<file path="src/core/pmts_pkg.sv">
/*
 * Constants, mode codes and carrier structs for the power-mode and transmit sequencer.
 * Assumes a 250 MHz reference clock and a command front end that delivers decoded command bytes.
 */
package pmts_pkg;

	// ----------------------------------------
	// Timing
	// ----------------------------------------
	localparam int          CLK_FREQ_MHZ   = 250;
	localparam int          PWRUP_TIME_MS  = 10;
	localparam int          TX_TIME_MS     = 7000;
	localparam longint      PWRUP_CYC_L    = longint'(PWRUP_TIME_MS) * CLK_FREQ_MHZ * 1000;
	localparam longint      TX_CYC_L       = longint'(TX_TIME_MS) * CLK_FREQ_MHZ * 1000;
	localparam logic [31:0] PWRUP_CYCLES   = PWRUP_CYC_L[31:0];
	localparam logic [31:0] TX_CYCLES      = TX_CYC_L[31:0];

	// ----------------------------------------
	// Commands and sizes
	// ----------------------------------------
	localparam logic [7:0]  OP_SYS_RESET   = 8'h01;
	localparam logic [7:0]  OP_OFF_MODE    = 8'h05;
	localparam logic [7:0]  OP_WRITE_TXBUF = 8'h07;
	localparam logic [7:0]  OP_GET_STATUS  = 8'h0A;
	localparam logic [7:0]  OP_SEND_FRAME  = 8'h0D;
	localparam logic [7:0]  OP_GET_AUTH    = 8'h0F;
	localparam logic [7:0]  OP_WRITE_CONF  = 8'h11;
	localparam logic [7:0]  OP_GET_ID      = 8'h12;
	localparam logic [3:0]  TXBUF_DEPTH    = 4'hC;
	localparam int          WAKE_LOW_PINS  = 6;

	// ----------------------------------------
	// System configuration byte
	// ----------------------------------------
	localparam logic [7:0]  CFG_DEFAULT    = 8'hFF;
	localparam int          CFG_SUPPLY_BIT = 3;
	localparam logic [3:0]  CFG_BEAT       = 4'h2;

	typedef enum logic [2:0] {
		PMTS_OFF   = 3'b000,
		PMTS_RESET = 3'b001,
		PMTS_PWRUP = 3'b010,
		PMTS_IDLE  = 3'b011,
		PMTS_TX    = 3'b100
	} pmts_mode_e;

	typedef struct packed {
		logic       valid;
		logic [7:0] opcode;
		logic [3:0] index;
		logic [7:0] data;
	} pmts_cmd_s;

	typedef struct packed {
		logic         valid;
		logic [7:0]   opcode;
		logic [127:0] data;
	} pmts_rsp_s;

	typedef struct packed {
		logic       valid;
		logic [7:0] data;
	} pmts_tx_s;

endpackage

</file>
<file path="src/core/pmts_sequencer.sv">
/*
 * Operating-mode sequencer: off, reset, power-up, idle and transmit, event line and configuration.
 * Assumes the pins arrive asynchronously and commands come decoded, one byte per beat, on i_ref_clk.
 */
`timescale 1ns/10ps
module pmts_sequencer #(
	parameter logic [31:0]  PWRUP_CYC = pmts_pkg::PWRUP_CYCLES,
	parameter logic [31:0]  TX_CYC    = pmts_pkg::TX_CYCLES,
	parameter logic [127:0] AUTH_CODE = 128'h0123456789ABCDEF0123456789ABCDEF, // Arbitrary value
	parameter logic [31:0]  ID_VALUE  = 32'h00C0FFEE                           // Arbitrary value
) (
	input  wire logic                                  i_ref_clk,
	input  wire logic                                  i_rst_b,
	input  wire logic                                  i_wake_pin_high,
	input  wire logic [pmts_pkg::WAKE_LOW_PINS-1:0]    i_wake_pins_low_group_n,
	input  wire logic                                  i_external_reset_n,
	input  wire pmts_pkg::pmts_cmd_s                   i_cmd,
	output logic                                       o_cmd_ready,
	output pmts_pkg::pmts_rsp_s                        o_rsp,
	output pmts_pkg::pmts_tx_s                         o_tx,
	output logic                                       o_event_line_n,
	output pmts_pkg::pmts_mode_e                       o_mode,
	output logic                                       o_power_en,
	output logic                                       o_core_reset,
	output logic [7:0]                                 o_config,
	output logic                                       o_supply_3v
);
	import pmts_pkg::*;

	localparam int         PINS     = WAKE_LOW_PINS + 2;
	localparam logic [7:0] PIN_IDLE = 8'hBF;

	// ----------------------------------------
	// Pin synchronisers
	// ----------------------------------------
	logic [PINS-1:0] pin_meta_reg;
	logic [PINS-1:0] pin_sync_reg;
	logic            wake_s;
	logic            ext_rst_s;

	always_ff @(posedge i_ref_clk)
	begin
		if (!i_rst_b)
		begin
			pin_meta_reg <= PIN_IDLE[PINS-1:0];
			pin_sync_reg <= PIN_IDLE[PINS-1:0];
		end
		else
		begin
			pin_meta_reg <= {i_external_reset_n, i_wake_pin_high, i_wake_pins_low_group_n};
			pin_sync_reg <= pin_meta_reg;
		end
	end

	assign wake_s    = pin_sync_reg[PINS-2] | ~(&pin_sync_reg[WAKE_LOW_PINS-1:0]);
	assign ext_rst_s = ~pin_sync_reg[PINS-1];

	// ----------------------------------------
	// Sequencer state
	// ----------------------------------------
	pmts_mode_e  mode_reg,  mode_next;
	logic [31:0] cnt_reg,   cnt_next;
	logic        event_reg, event_next;
	logic [7:0]  nv_reg,    nv_next;
	logic [7:0]  cfg_reg,   cfg_next;
	logic [3:0]  len_reg,   len_next;
	logic [3:0]  idx_reg,   idx_next;
	logic [7:0]  buf_reg  [TXBUF_DEPTH];
	logic [7:0]  buf_next [TXBUF_DEPTH];
	pmts_rsp_s   rsp_reg,   rsp_next;
	pmts_tx_s    tx_reg,    tx_next;
	logic        cmd_ok;
	logic        ev_set;
	logic        ev_clr;

	// Commands only count in idle and transmit; nothing is even looked at while off
	assign cmd_ok = i_cmd.valid && (mode_reg == PMTS_IDLE || mode_reg == PMTS_TX);

	always_comb
	begin
		mode_next = mode_reg;
		cnt_next  = cnt_reg;
		nv_next   = nv_reg;
		cfg_next  = cfg_reg;
		len_next  = len_reg;
		idx_next  = idx_reg;
		buf_next  = buf_reg;
		rsp_next  = '0;
		tx_next   = '0;
		ev_set    = 1'b0;
		ev_clr    = 1'b0;
		case (mode_reg)
			PMTS_OFF:
			begin
				cnt_next = '0;
				if (wake_s)
					mode_next = PMTS_RESET;
			end
			PMTS_RESET:
			begin
				cnt_next = '0;
				cfg_next = nv_reg;
				len_next = '0;
				ev_clr   = 1'b1;
				if (!ext_rst_s)
					mode_next = PMTS_PWRUP;
			end
			PMTS_PWRUP:
			begin
				if (ext_rst_s)
					mode_next = PMTS_RESET;
				else if (cnt_reg == PWRUP_CYC - 32'h1)
				begin
					mode_next = PMTS_IDLE;
					ev_set    = 1'b1;
				end
				else
					cnt_next = cnt_reg + 32'h1;
			end
			PMTS_IDLE, PMTS_TX:
			begin
				if (ext_rst_s)
					mode_next = PMTS_RESET;
				else
				begin
					if (mode_reg == PMTS_TX)
					begin
						// Payload bytes go out back to back, then the frame timer runs out
						if (idx_reg < len_reg)
						begin
							tx_next  = '{valid: 1'b1, data: buf_reg[idx_reg]};
							idx_next = idx_reg + 4'h1;
						end
						if (cnt_reg == TX_CYC - 32'h1)
						begin
							mode_next = PMTS_IDLE;
							ev_set    = 1'b1;
						end
						else
							cnt_next = cnt_reg + 32'h1;
					end
					if (cmd_ok)
					begin
						case (i_cmd.opcode)
							OP_SYS_RESET: mode_next = PMTS_RESET;
							OP_GET_STATUS:
							begin
								rsp_next = '{valid: 1'b1, opcode: OP_GET_STATUS,
									data: {120'h0, mode_reg, event_reg, len_reg}};
								ev_clr   = 1'b1;
							end
							OP_GET_AUTH: rsp_next = '{valid: 1'b1, opcode: OP_GET_AUTH, data: AUTH_CODE};
							OP_GET_ID:  rsp_next = '{valid: 1'b1, opcode: OP_GET_ID, data: {96'h0, ID_VALUE}};
							default:
							begin
								// Off, loading, send and configuration commands are ignored while a frame is being sent
								if (mode_reg == PMTS_IDLE)
								begin
									case (i_cmd.opcode)
										OP_OFF_MODE: mode_next = PMTS_OFF;
										OP_WRITE_TXBUF:
										begin
											// Bytes past the twelfth are dropped, not wrapped
											if (i_cmd.index < TXBUF_DEPTH)
											begin
												buf_next[i_cmd.index] = i_cmd.data;
												if (i_cmd.index >= len_reg)
													len_next = i_cmd.index + 4'h1;
											end
										end
										OP_SEND_FRAME:
										begin
											mode_next = PMTS_TX;
											cnt_next  = '0;
											idx_next  = '0;
										end
										OP_WRITE_CONF:
										begin
											if (i_cmd.index == CFG_BEAT)
											begin
												nv_next  = i_cmd.data;
												cfg_next = i_cmd.data;
											end
										end
										default: ;
									endcase
								end
							end
						endcase
					end
				end
			end
			default: mode_next = PMTS_OFF;
		endcase
		// A new event beats a status read landing in the same cycle
		event_next = (event_reg & ~ev_clr) | ev_set;
	end

	always_ff @(posedge i_ref_clk)
	begin
		if (!i_rst_b)
		begin
			mode_reg  <= PMTS_OFF;
			cnt_reg   <= '0;
			event_reg <= 1'b0;
			nv_reg    <= CFG_DEFAULT;
			cfg_reg   <= CFG_DEFAULT;
			len_reg   <= '0;
			idx_reg   <= '0;
			buf_reg   <= '{default: 8'h00};
			rsp_reg   <= '0;
			tx_reg    <= '0;
		end
		else
		begin
			mode_reg  <= mode_next;
			cnt_reg   <= cnt_next;
			event_reg <= event_next;
			nv_reg    <= nv_next;
			cfg_reg   <= cfg_next;
			len_reg   <= len_next;
			idx_reg   <= idx_next;
			buf_reg   <= buf_next;
			rsp_reg   <= rsp_next;
			tx_reg    <= tx_next;
		end
	end

	// ----------------------------------------
	// Outputs
	// ----------------------------------------
	assign o_cmd_ready    = (mode_reg == PMTS_IDLE) || (mode_reg == PMTS_TX);
	assign o_rsp          = rsp_reg;
	assign o_tx           = tx_reg;
	assign o_event_line_n = ~event_reg;
	assign o_mode         = mode_reg;
	assign o_power_en     = (mode_reg != PMTS_OFF);
	assign o_core_reset   = (mode_reg == PMTS_RESET);
	assign o_config       = cfg_reg;
	assign o_supply_3v    = cfg_reg[CFG_SUPPLY_BIT];
endmodule

</file>
<file path="config.mk">
export PLATFORM = sky130hd
export DESIGN_NAME = pmts_sequencer
export DESIGN_NICKNAME = d
export VERILOG_FILES = /design/src/core/pmts_pkg.sv /design/src/core/pmts_sequencer.sv
export SDC_FILE = /design/constraint.sdc
export NUM_CORES = 1
export LEC_CHECK = 0
export BUFFER_PORTS_ARGS = -buffer_cell sky130_fd_sc_hd__buf_2
export CAP_MARGIN = 20
export CORE_UTILIZATION = 50
export DETAILED_ROUTE_END_ITERATION = 7
export PLACE_DENSITY = 0.73
export SLEW_MARGIN = 20
export SYNTH_ARGS = -nofsm -noshare
export SYNTH_HDL_FRONTEND = slang
export SYNTH_SLANG_ARGS = --single-unit
</file>
<file path="constraint.sdc">
create_clock -name i_ref_clk -period 3.07 [get_ports i_ref_clk]
set_input_delay 0.307 -clock i_ref_clk [delete_from_list [all_inputs] [get_ports i_ref_clk]]
set_output_delay 0.307 -clock i_ref_clk [all_outputs]
set_load 0.005 [all_outputs]
</file>
* Word level (Yosys, flattened, before mapping)
Cells that the tools add are included.
** Storage, ports and cells
- Register bits after elaboration :: 318
- Bits of input ports :: 31
- Output and inout bits :: 162
** Cells by class
- $add $sub $neg :: 3
- Magnitude comparators :: 6
- Equality and inequality tests :: 29
- Mux-type cells :: 61
- Bitwise operators :: 9
- Reduce and logical (&&, ||, !) cells :: 22
** Operator list (number)
- one-hot mux 137 bit (3 select lines) :: 1
- two-way mux 32 bit :: 9
- bitwise mux 96 bit :: 1
- one-hot mux 32 bit (3 select lines) :: 1
- two-way mux 8 bit :: 9
- two-way mux 4 bit :: 13
- adder 32 x 1 -> 32 bit (second input constant) :: 1
- binary-select mux 8 bit (select 4 bit) :: 1
- demux 8 bit (select 4 bit) :: 1
- == test 32 x 22 -> 1 bit (second input constant) :: 1
- == test 32 x 31 -> 1 bit (second input constant) :: 1
- two-way mux 3 bit :: 9
- == test 8 x 4 -> 1 bit (second input constant) :: 3
- inequality test 2 bit (second input constant) :: 11
- AND reduction 7 bit :: 3
- == test 8 x 3 -> 1 bit (second input constant) :: 2
- == test 8 x 5 -> 1 bit (second input constant) :: 2
- one-hot mux 8 bit (2 select lines) :: 1
- one-hot mux 3 bit (2 select lines) :: 2
- one-hot mux 3 bit (4 select lines) :: 1
- AND reduction 4 bit :: 3
- greater-or-equal comparator 5 bit (second input constant) :: 2
- NOT 4 -> 5 bit :: 2
- two-way mux 9 bit :: 1
- other kinds (31) :: 49

* Longest topological paths before layout
Gate-level depths: netlist of run 1.
- Word-level depth :: 9
- Gate-level depth with buffers :: 9
- Depth with buffers taken out :: 8

* Worst setup path after synthesis of run 1
OpenSTA, ideal clock, no wires.
- Kind :: reg-to-reg
- Start point :: register cnt_reg[0]
- End point :: register cnt_reg[27]
- Library setup time :: 0.074 ns
- Data arrival time :: 2.261 ns
- Setup slack :: 0.735 ns
- Cell stages (with the launch flop) :: 9
- Path buffers :: 1
- Period minus slack after synthesis :: 2.335 ns
- Cell sequence :: dfxtp_1 -> ha_1 -> nand4_1 -> or4_1 -> o21ai_1 -> o2bb2ai_1 -> buf_2 -> nand2_1 -> a31oi_1
** On the way
- Longest elaborated chain between the ends :: 9
** RTL lines
- start: declaration :: line pmts_sequencer.sv:62 : logic [31:0] cnt_reg, cnt_next;
- start signal: assignment :: line pmts_sequencer.sv:217 : cnt_reg <= cnt_next;
- adder 32 x 1 -> 32 bit or == test 32 x 31 -> 1 bit (tied branches) :: line pmts_sequencer.sv:118, pmts_sequencer.sv:140, pmts_sequencer.sv:134
- two-way mux 32 bit :: line pmts_sequencer.sv:134 : if (cnt_reg == TX_CYC - 32'h1)
- two-way mux 32 bit :: line pmts_sequencer.sv:126 : if (mode_reg == PMTS_TX)
- two-way mux 32 bit :: line pmts_sequencer.sv:159 : case (i_cmd.opcode)
- two-way mux 32 bit :: line pmts_sequencer.sv:157 : if (mode_reg == PMTS_IDLE)
- two-way mux 32 bit :: line pmts_sequencer.sv:144 : case (i_cmd.opcode)
- two-way mux 32 bit :: line pmts_sequencer.sv:142 : if (cmd_ok)
- two-way mux 32 bit :: line pmts_sequencer.sv:122 : if (ext_rst_s)
- one-hot mux 32 bit (3 select lines) :: line pmts_sequencer.sv:92 : case (mode_reg)
Parallel ways exist; a longest one is shown, timed or not. The select of a mux whose other input is x is not followed.
A chain may end at the register's enable or synchronous reset.

* Worst setup path after layout of run 1
- Start point :: register cnt_reg[0]
- End point :: register cnt_reg[29]
The elaborated chain is that of the path after synthesis.

==> impl_summary.log, run 1 <==
[metrics] routability congestion estimate from global placement: 0.905
[metrics] placed wire-length estimate: 17300 um
[metrics] Post-Synthesis Mean Instance Area: 8.30 um^2
[metrics] final-stage net count: 1256
[metrics] leakage power: 3.96 nW
[metrics] number of distinct library cells after synthesis: 75
[metrics] clock transition time at the flip-flop clock pins of the worst setup and hold paths: 0.07 ns
[metrics] flip-flop count of the largest register after layout: 96
[metrics] Crit path largest cell delay: 0.67 ns
[metrics] final setup fails: 0
[metrics] total of warnings raised by yosys: 0
[metrics] setup repair bufs after CTS: 0
[metrics] effective utilization at floorplan: 51.6%
[metrics] kind of start point of the critical path: flop
[metrics] fraction of the yosys area taken by sequential cells: 39.8%
[metrics] die height: 142 um
[metrics] Port Buf Inserts: 130
[metrics] normalized max-slew margin: 33.2%
[metrics] maximum number of pins on one net before global-route repair: 97
[metrics] TritonCTS clock tree: done
[metrics] wire length per cell after detailed routing: 16.9 um
[metrics] floorplan row count: 50
[metrics] number of enable-type register cells in the synthesized netlist: 0
[metrics] total clock buffers created by CTS: 17
[metrics] number of antenna violations at the first check in global routing: 0
[metrics] maximum fanout along the worst path: 15
[metrics] dominant cells by area after synthesis: sky130_fd_sc_hd__dfxtp_1 (40%), sky130_fd_sc_hd__buf_4 (9.6%), sky130_fd_sc_hd__nand2_1 (8.9%)
[metrics] met3 usage: 4.52%
[metrics] Largest delay share family, worst path: simple AND/OR/NAND/NOR gates
[metrics] outcome: finished, final reports clean
[metrics] Final Worst Setup Slack: 0.327 ns
[metrics] met2 usage in global routing: 41.2%
[metrics] Hold Slack: 0.0442 ns
[metrics] number of placed instances, taps included: 1453
[metrics] crit share post-route: 89.3%
[metrics] area grow syn2layout: 8.11%
[metrics] count of buffer and inverter cells on the critical path: 0
[metrics] filler instances: 1725
[metrics] share of cells above drive strength 1: 17.7%
[metrics] DRC marker count from the first detailed-route iteration: 769
[metrics] synthesized netlist cell count: 1174
[metrics] number of hold buffers added after cts: 0
[metrics] die width: 142 um
[metrics] clock skew after layout: 0.0117 ns
[metrics] time the worst path needs with I/O delays and setup: 2.74 ns
[metrics] remaining global-route overflow: 0
[metrics] endpoint class of the critical path: flop
[metrics] Clock Latency Late Sink: 0.44 ns
[metrics] Gates resized, CTS repair: 0
[metrics] Critical Path, Cell by Cell: ha_1 -> nand4_1 -> or4_4 -> a32o_1 -> o2111a_1 -> a221o_1
[metrics] pre-CTS setup slack: 0.379 ns
[metrics] Die Area: 0.0201 mm^2
[metrics] Slew @ Worst Pin: 1.00 ns
[metrics] Floorplan Core Area: 0.0189 mm^2
[metrics] number of antenna cells inserted: 0
[metrics] number of hold violations in the final report: 0
[metrics] H-tree level count: 4
[metrics] overall power after layout: 5.46 mW
[metrics] number of global-route vias before repair: 7537
[metrics] TritonRoute pass-1 iters: 6
[metrics] count of pins on the block boundary: 193
[metrics] most common flop cell mapped by yosys: sky130_fd_sc_hd__dfxtp_1
[metrics] global-route wire length before repair: 40100 um
[metrics] critical path type: flop to flop
[metrics] most heavily used metal layer in global routing: met2
[metrics] Final Routed Wirelength: 25000 um
[metrics] worst supply voltage drop on vdd: 0.412 mV
[metrics] total via count in the routed design: 8328
[metrics] area share of the largest cell type after synthesis: 39.8%
[metrics] sum of negative setup slack: 0 ns
[metrics] RSZ-0062 raised after global routing: no
[metrics] deepest clock path buffer count: 2
[metrics] arrival time at the worst endpoint: 3.07 ns
[metrics] Hold Crit Class: input port to flop
[metrics] post-synthesis cell type with the largest combined area: sky130_fd_sc_hd__dfxtp_1
[metrics] number of sinks driven by the clock tree: 194
[metrics] antenna-violating nets left: 0
[metrics] per-cell via count in the routed design: 5.61
[metrics] CTS root buffer: sky130_fd_sc_hd__clkbuf_16
[metrics] Power per Cell Area: 518 mW/mm^2
[metrics] maximum operating frequency: 365 MHz
[metrics] number of violations of the max-capacitance limit: 0
[metrics] max-slew violation count: 0
[metrics] met1 Usage GRT: 34.2%
[metrics] post-route DRC violation count: 0
[metrics] Async SR Flop Fraction: 0%
[metrics] non-filler instance count after layout: 1485
[metrics] worst endpoint required time: 3.40 ns
[metrics] Synth Register Bits: 194
[metrics] GRT Overall Usage: 25.5%
[metrics] CP max-delay cell: sky130_fd_sc_hd__or4_4
[metrics] Cell Area, Synth: 0.00975 mm^2
[cells by family after synthesis]
group / count (synthesis) / share of synthesized area, %
XOR/XNOR: 7 / 0.629
multiplexers: 33 / 6.47
flip-flops: 194 / 39.8
AND/OR/NAND/NOR: 465 / 22.7
other: 1 / 0.0385
buffers and inverters: 217 / 13.3
adder cells (fa/ha/maj): 13 / 1.67
AO/OA/AOI/OAI: 244 / 15.4
[final timing paths]
check	startpoint	to	slack (ns)	cells after the start
worst max-delay path	cnt_reg[0]$_SDFFE_PN0P_	cnt_reg[29]$_SDFFE_PN0P_	0.33	6
worst min-delay path	i_wake_pins_low_group_n[3]	pin_meta_reg[3]$_SDFF_PN1_	0.04	2
worst max register to register	cnt_reg[0]$_SDFFE_PN0P_	cnt_reg[29]$_SDFFE_PN0P_	0.33	6
worst min register to register	pin_meta_reg[7]$_SDFF_PN1_	pin_sync_reg[7]$_SDFF_PN1_	0.41	1
[cell usage after synthesis, drive strengths merged, types with 4 or more instances]
master    n
inv      24
nor4     10
o22ai     4
a21o     12
and3      8
and4      5
or4       6
nor2     55
nor2b     4
nor4b     6
nand4b    5
nand2b   18
a21oi   142
nand4    17
o221a     4
nor3      9
nand3    54
clkbuf   54
and2     17
nand2   230
dfxtp   194
xnor2     4
buf     139
o211ai    4
ha       13
or3      11
a221o    11
mux2i     9
mux4     24
o21ai    28
[area by class of cell]
type / instances / area (um^2) / share of cell area, %
well taps: 260 / 325 / 3.09
multi-input cells: 824 / 4800 / 45.6
flip-flops and latches: 194 / 3890 / 36.9
clock inverters: 15 / 188 / 1.78
repair buffers: 151 / 821 / 7.79
clock buffers: 17 / 425 / 4.04
inverters: 24 / 90.1 / 0.855
[worst register-to-register path: stages (launching register included)]
cell                       delay [ns]
sky130_fd_sc_hd__dfxtp_1         0.38
sky130_fd_sc_hd__ha_1            0.20
sky130_fd_sc_hd__nand4_1         0.39
sky130_fd_sc_hd__or4_4           0.67
sky130_fd_sc_hd__a32o_1          0.49
sky130_fd_sc_hd__o2111a_1        0.25
sky130_fd_sc_hd__a221o_1         0.25
[power by group]
group | switching [mW] | internal [mW] | total, mW
clock network | 1.13 | 1.11 | 2.24
registers | 0.0370 | 2.57 | 2.61
logic | 0.413 | 0.198 | 0.610
total | 1.58 | 3.88 | 5.46
[per-stage QoR]
step | instance area (um^2) | util (%)
after CTS | 10500 | 55.8
after global routing | 10500 | 55.8
after floorplan | 9980 | -
after detailed placement | 9930 | 52.5
after global placement | 9930 | 52.5
final | 10500 | 55.8
[placed cells by master, fill, tap and decap left out, drive strengths merged, types with 3 or more instances in the layout]
cell type  Yosys  layout
nor2b          4       4
a21o          12      12
and4           5       5
a221o         11      11
xnor2          4       4
nand2        230     230
inv           24      30
a31oi          3       3
mux2i          9       9
nand2b        18      18
or3           11      11
o221a          4       4
and2          17      17
a21oi        142     142
a41oi          3       3
nand4         17      17
dfxtp        194     194
nor2          55      55
o211ai         4       4
nor3           9       9
and3           8       8
ha            13      13
nand4b         5       5
or4            6       6
xor2           3       3
buf          139     151
o21ai         28      28
clkbuf        54      17
conb           1      62
a211o          3       3
nand3         54      54
clkinv         0       8
nor4          10      10
nor4b          6       6
o22ai          4       4
mux4          24      24
[metal layers]
layer	share of wire, %	vias up
li1	-	3980
met1	43	3906
met2	47	395
met3	8.1	47
met4	2.3	0
met5	0	-
(Power assumes the default switching activity.)
==> run 2, diff against run 1 <==
CELL_PAD_IN_SITES_DETAIL_PLACEMENT = 1   (was default)
CELL_PAD_IN_SITES_GLOBAL_PLACEMENT = 1   (was default)
CORE_UTILIZATION = 44   (was 50)
PLACE_DENSITY = default   (was 0.73)
PLACE_DENSITY_LB_ADDON = 0.1   (was default)
clock period = 3.3 ns   (was 3.07 ns; I/O delays follow)
==> run 2 against run 1 <==
  * Via count down 0.36%
  * Non-clock buffer count decreased by 3
  * Setup slack better by 0.13 ns
  * Cell count grew 1.1%
  * First-iteration DRC count fell by 35%
  * Fmax is 3.5% lower
==> impl_summary.log, run 2 (synthesized netlist as in run 1, its figures left out) <==
[metrics] GRT Overall Usage: 24.0%
[metrics] clock network power share: 41.5%
[metrics] flip-flop count of the largest register after layout: 96
[metrics] max-slew violation count: 0
[metrics] share of total power consumed by net switching: 28.1%
[metrics] CTS root buffer: sky130_fd_sc_hd__clkbuf_16
[metrics] Die Area: 0.0228 mm^2
[metrics] FF-to-FF path depth: 6
[metrics] launch instance of the worst min-delay path: i_wake_pins_low_group_n[4]
[metrics] wire length per cell after detailed routing: 18.0 um
[metrics] number of global-route vias before repair: 7857
[metrics] deepest clock path buffer count: 2
[metrics] time the worst path needs with I/O delays and setup: 2.84 ns
[metrics] Floorplan Core Area: 0.0218 mm^2
[metrics] floorplan row count: 54
[metrics] Final Routed Wirelength: 27000 um
[metrics] remaining global-route overflow: 0
[metrics] global-route wire length before repair: 42500 um
[metrics] overall power after layout: 5.11 mW
[metrics] routability congestion estimate from global placement: 0.822
[metrics] number of placed instances, taps included: 1470
[metrics] H-tree level count: 4
[metrics] non-filler instance count after layout: 1502
[metrics] outcome: finished, final reports clean
[metrics] crit share post-route: 86.1%
[metrics] total clock buffers created by CTS: 17
[metrics] maximum number of pins on one net before global-route repair: 99
[metrics] die height: 151 um
[metrics] number of hold violations in the final report: 0
[metrics] final-stage net count: 1253
[metrics] effective utilization at floorplan: 44.8%
[metrics] part of the total power dissipated in sequential elements: 47.8%
[metrics] Reg2Reg Capture Point: cnt_reg[28]$_SDFFE_PN0P_
[metrics] critical path type: flop to flop
[metrics] RSZ-0062 raised after global routing: no
[metrics] number of sinks driven by the clock tree: 194
[metrics] endpoint class of the critical path: flop
[metrics] Power per Cell Area: 485 mW/mm^2
[metrics] worst endpoint required time: 3.62 ns
[metrics] commonest cells after routing, fill and taps aside: sky130_fd_sc_hd__nand2_1 (230), sky130_fd_sc_hd__dfxtp_1 (192), sky130_fd_sc_hd__a21oi_1 (142)
[metrics] antenna-violating nets left: 0
[metrics] share of cells above drive strength 1: 17.5%
[metrics] total cell area at the placement stage: 0.00993 mm^2
[metrics] number of violations of the max-capacitance limit: 0
[metrics] total via count in the routed design: 8298
[metrics] worst supply voltage drop on vdd: 0.306 mV
[metrics] TritonCTS clock tree: done
[metrics] placed wire-length estimate: 19100 um
[metrics] Clock Latency Late Sink: 0.44 ns
[metrics] worst flop-to-flop path startpoint: cnt_reg[9]$_SDFFE_PN0P_
[metrics] die width: 151 um
[metrics] Port Buf Inserts: 130
[metrics] count of pins on the block boundary: 193
[metrics] kind of start point of the critical path: flop
[metrics] number of hold buffers added after cts: 0
[metrics] setup repair bufs after CTS: 0
[metrics] sum of negative setup slack: 0 ns
[metrics] clock skew after layout: 0.0130 ns
[metrics] arrival time at the worst endpoint: 3.16 ns
[metrics] area grow syn2layout: 8.02%
[metrics] reg2reg setup slack: 0.46 ns
[metrics] final setup fails: 0
[metrics] Hold Crit Endpoint: pin_meta_reg[4]$_SDFF_PN1_
[metrics] Slew @ Worst Pin: 0.917 ns
[metrics] maximum fanout along the worst path: 16
[metrics] Hold Crit Class: input port to flop
[metrics] clock transition time at the flip-flop clock pins of the worst setup and hold paths: 0.08 ns
[metrics] cell internal pwr: 3.67 mW
[metrics] normalized max-slew margin: 38.6%
[metrics] number of antenna cells inserted: 0
[metrics] final standard cell area without fillers: 0.0105 mm^2
[metrics] leakage power: 3.94 nW
[metrics] TritonRoute pass-1 iters: 6
[metrics] post-route DRC violation count: 0
[metrics] Hold Path Cell Cnt: 2
[metrics] share of power burned in combinational logic: 10.7%
[metrics] most frequent standard cell in the layout excluding fill and tap cells: sky130_fd_sc_hd__nand2_1
[metrics] Gates resized, CTS repair: 0
[metrics] Hold Slack: 0.0711 ns
[metrics] switching power of the nets: 1.43 mW
[metrics] number of antenna violations at the first check in global routing: 1
[metrics] per-cell via count in the routed design: 5.52
[metrics] maximum operating frequency: 352 MHz
[metrics] DRC marker count from the first detailed-route iteration: 502
==> run 2: cell count changes in the layout (fill, tap and decap cells not counted), moves of 2 or more <==
cell / before / now
sky130_fd_sc_hd__inv_6: 1 / 3
sky130_fd_sc_hd__clkinv_4: 2 / 0
sky130_fd_sc_hd__clkinv_8: 6 / 1
sky130_fd_sc_hd__buf_4: 20 / 17
==> run 2: through the flow <==
step / setup slack [ns] / utilization [%]
floorplan: 0.965 / -
global placement: 0.608 / 45.6
detailed placement: 0.530 / 45.6
CTS: 0.496 / 48.4
global route: 0.321 / 48.4
finish: 0.458 / 48.4
==> run 2: layout make-up <==
type	instances	area, um^2
Clock buffer	18	439
Clock inverter	14	160
Fill cell	2655	11200
Inverter	24	90.1
Multi-Input combinational cell	824	4800
Sequential cell	194	3890
Tap cell	280	350
Timing Repair Buffer	148	798
==> run 2: layer usage <==
| layer | vias to the layer above | GRT usage (%) | part of all wire [%] |
|---|---|---|---|
| met5 | - | 0 | 0 |
| met1 | 4060 | 32.7 | 47 |
| li1 | 3970 | - | - |
| met3 | 12 | 3.34 | 5.2 |
| met4 | 0 | 5.15 | 0.66 |
| met2 | 256 | 40.4 | 48 |
==> run 2: worst max path at each step <==
stage | from | endpoint | slack, ns
after global placement | cnt_reg[9]$_SDFFE_PN0P_ | cnt_reg[28]$_SDFFE_PN0P_ | 0.61
final | cnt_reg[9]$_SDFFE_PN0P_ | cnt_reg[28]$_SDFFE_PN0P_ | 0.46
after detailed placement | cnt_reg[9]$_SDFFE_PN0P_ | cnt_reg[28]$_SDFFE_PN0P_ | 0.53
after global routing | cnt_reg[9]$_SDFFE_PN0P_ | cnt_reg[29]$_SDFFE_PN0P_ | 0.32
after floorplan | cnt_reg[0]$_SDFFE_PN0P_ | cnt_reg[27]$_SDFFE_PN0P_ | 0.96
after CTS | cnt_reg[9]$_SDFFE_PN0P_ | cnt_reg[28]$_SDFFE_PN0P_ | 0.50
==> run 2: power groups by stage <==
stage | clock network (mW) | registers [mW] | logic, mW
5_1_grt | 2.26 | 2.45 | 0.606
2_1_floorplan | 0 | 2.47 | 0.401
6_report | 2.12 | 2.44 | 0.546
3_3_place_gp | 0 | 2.50 | 0.538
3_5_place_dp | 0 | 2.50 | 0.543
4_1_cts | 2.18 | 2.44 | 0.550
==> run 2: critical path, stage by stage (launching register included) <==
cell and delay [ns]:
sky130_fd_sc_hd__dfxtp_1 0.40, sky130_fd_sc_hd__nor4bb_1 0.35, sky130_fd_sc_hd__nand4_1 0.30, sky130_fd_sc_hd__or4_4 0.65
sky130_fd_sc_hd__a32oi_4 0.57, sky130_fd_sc_hd__nor2_1 0.14, sky130_fd_sc_hd__a221o_1 0.31
==> run 3, diff against run 2 <==
CORE_ASPECT_RATIO = 1.25   (was default)
==> run 3 against run 2 <==
  * Via count shrank 1.2%
  * Clock power shrank 2%
  * Register-to-register slack gained 0.03 ns
  * Largest power group unchanged
  * Fmax grew 1.1%
  * Clock-buffer cell count shrank 1
==> impl_summary.log, run 3 (synthesized netlist as in run 1, its figures left out) <==
[metrics] number of global-route vias before repair: 8264
[metrics] outcome: finished, final reports clean
[metrics] Hold Crit Class: input port to flop
[metrics] register area: 0.00389 mm^2
[metrics] setup repair bufs after CTS: 0
[metrics] H-tree level count: 4
[metrics] max-slew violation count: 0
[metrics] share of power burned in combinational logic: 11.2%
[metrics] share of total power consumed by net switching: 29.3%
[metrics] deepest clock path buffer count: 2
[metrics] part of the total power dissipated in sequential elements: 48.1%
[metrics] global-route wire length before repair: 44500 um
[metrics] number of hold violations in the final report: 0
[metrics] worst supply voltage drop on vdd: 0.359 mV
[metrics] clock skew after layout: 0.0133 ns
[metrics] non-filler instance count after layout: 1503
[metrics] Die Area: 0.0228 mm^2
[metrics] flip-flop count of the largest register after layout: 96
[metrics] share of cells above drive strength 1: 17.7%
[metrics] TritonCTS clock tree: done
[metrics] effective utilization at floorplan: 45.1%
[metrics] routability congestion estimate from global placement: 0.855
[metrics] wire length on met3: 828 um
[metrics] post-route DRC violation count: 0
[metrics] wire length per cell after detailed routing: 18.7 um
[metrics] leakage power: 3.95 nW
[metrics] clock network power share: 40.7%
[metrics] Port Buf Inserts: 130
[metrics] per-cell via count in the routed design: 5.45
[metrics] number of placed instances, taps included: 1471
[metrics] time the worst path needs with I/O delays and setup: 2.81 ns
[metrics] total clock buffers created by CTS: 17
[metrics] maximum fanout along the worst path: 23
[metrics] filler instances: 2667
[metrics] area grow syn2layout: 8.09%
[metrics] highest metal layer with signal wires: met4
[metrics] Power per Cell Area: 482 mW/mm^2
[metrics] DRC marker count from the first detailed-route iteration: 447
[metrics] final standard cell area without fillers: 0.0105 mm^2
[metrics] normalized max-slew margin: 32.7%
[metrics] placed wire-length estimate: 19700 um
[metrics] remaining global-route overflow: 0
[metrics] antenna-violating nets left: 0
[metrics] maximum number of pins on one net before global-route repair: 87
[metrics] number of hold buffers added after cts: 0
[metrics] commonest cells after routing, fill and taps aside: sky130_fd_sc_hd__nand2_1 (230), sky130_fd_sc_hd__dfxtp_1 (192), sky130_fd_sc_hd__a21oi_1 (142)
[metrics] sum of negative setup slack: 0 ns
[metrics] die width: 135 um
[metrics] worst endpoint required time: 3.67 ns
[metrics] floorplan row count: 60
[metrics] Gates resized, CTS repair: 0
[metrics] number of antenna cells inserted: 0
[metrics] overall power after layout: 5.08 mW
[metrics] arrival time at the worst endpoint: 3.18 ns
[metrics] area of combinational cells with multiple inputs: 0.00481 mm^2
[metrics] most frequent standard cell in the layout excluding fill and tap cells: sky130_fd_sc_hd__nand2_1
[metrics] final-stage net count: 1255
[metrics] TritonRoute pass-1 iters: 5
[metrics] final setup fails: 0
[metrics] critical path type: flop to flop
[metrics] count of pins on the block boundary: 193
[metrics] number of antenna violations at the first check in global routing: 0
[metrics] total via count in the routed design: 8198
[metrics] Slew @ Worst Pin: 1.01 ns
[metrics] clock transition time at the flip-flop clock pins of the worst setup and hold paths: 0.08 ns
[metrics] Final Routed Wirelength: 28200 um
[metrics] total cell area at the placement stage: 0.00995 mm^2
[metrics] CTS root buffer: sky130_fd_sc_hd__clkbuf_16
[metrics] switching power of the nets: 1.49 mW
[metrics] crit share post-route: 85.2%
[metrics] cell internal pwr: 3.59 mW
[metrics] number of violations of the max-capacitance limit: 0
[metrics] metal1 wirelength: 12300 um
[metrics] met2 wire length: 14400 um
[metrics] endpoint class of the critical path: flop
[metrics] kind of start point of the critical path: flop
[metrics] Clock Latency Late Sink: 0.44 ns
[metrics] number of sinks driven by the clock tree: 194
[metrics] die height: 168 um
[metrics] GRT Overall Usage: 25.0%
[metrics] RSZ-0062 raised after global routing: no
[metrics] maximum operating frequency: 356 MHz
[metrics] Floorplan Core Area: 0.0216 mm^2
[run 3: changes by cell type in the layout (fill, tap and decap cells not counted), sizes merged]
cell	previous run	this run
bufinv	1	0
clkbuf	18	17
clkinv	2	7
inv	33	32
clkinvlp	2	0
buf	148	150
[run 3: routing by layer]
layer	vias to the layer above	global-route usage, %
li1	3969	-
met1	4014	30.4
met2	176	45.1
met3	39	2.53
met4	0	9.18
met5	-	0
[run 3: area by class of cell]
type	instances	area share, %
tap	279	3.31
timing repair buffer	150	7.72
sequential	194	36.9
inverter	24	0.855
clock buffer	17	4.04
multi-input combinational	824	45.7
clock inverter	15	1.54
[run 3: final timing paths]
kind              depth (start not counted)  slack (ns)                         end                  startpoint
setup / recovery                          8        0.49    cnt_reg[12]$_SDFFE_PN0P_     cnt_reg[0]$_SDFFE_PN0P_
hold / removal                            2        0.07  pin_meta_reg[4]$_SDFF_PN1_  i_wake_pins_low_group_n[4]
setup reg to reg                          8        0.49    cnt_reg[12]$_SDFFE_PN0P_     cnt_reg[0]$_SDFFE_PN0P_
hold reg to reg                           1        0.41  pin_sync_reg[5]$_SDFF_PN1_  pin_meta_reg[5]$_SDFF_PN1_
[run 3: power groups by stage]
stage	combinational, mW	sequential [mW]	clock, mW
floorplan	0.401	2.47	0
global placement	0.557	2.50	0
detailed placement	0.562	2.50	0
CTS	0.563	2.44	2.11
global route	0.618	2.45	2.19
finish	0.568	2.44	2.07
[run 3: critical path: stages (launching register included)]
cell	delay (ns)
sky130_fd_sc_hd__dfxtp_1	0.40
sky130_fd_sc_hd__ha_1	0.22
sky130_fd_sc_hd__nand4_1	0.37
sky130_fd_sc_hd__or4_1	0.67
sky130_fd_sc_hd__o21ai_1	0.26
sky130_fd_sc_hd__o2bb2ai_1	0.16
sky130_fd_sc_hd__buf_4	0.31
sky130_fd_sc_hd__o21ai_0	0.16
sky130_fd_sc_hd__a21oi_1	0.18
[run 3: through the flow]
| step | setup slack, ns | utilization [%] | hold slack, ns |
|---|---|---|---|
| floorplan | 0.965 | - | 0.386 |
| global placement | 0.599 | 46.0 | 0.393 |
| detailed placement | 0.520 | 46.0 | 0.397 |
| CTS | 0.496 | 48.7 | 0.0612 |
| global route | 0.322 | 48.7 | 0.0719 |
| finish | 0.488 | 48.7 | 0.0712 |
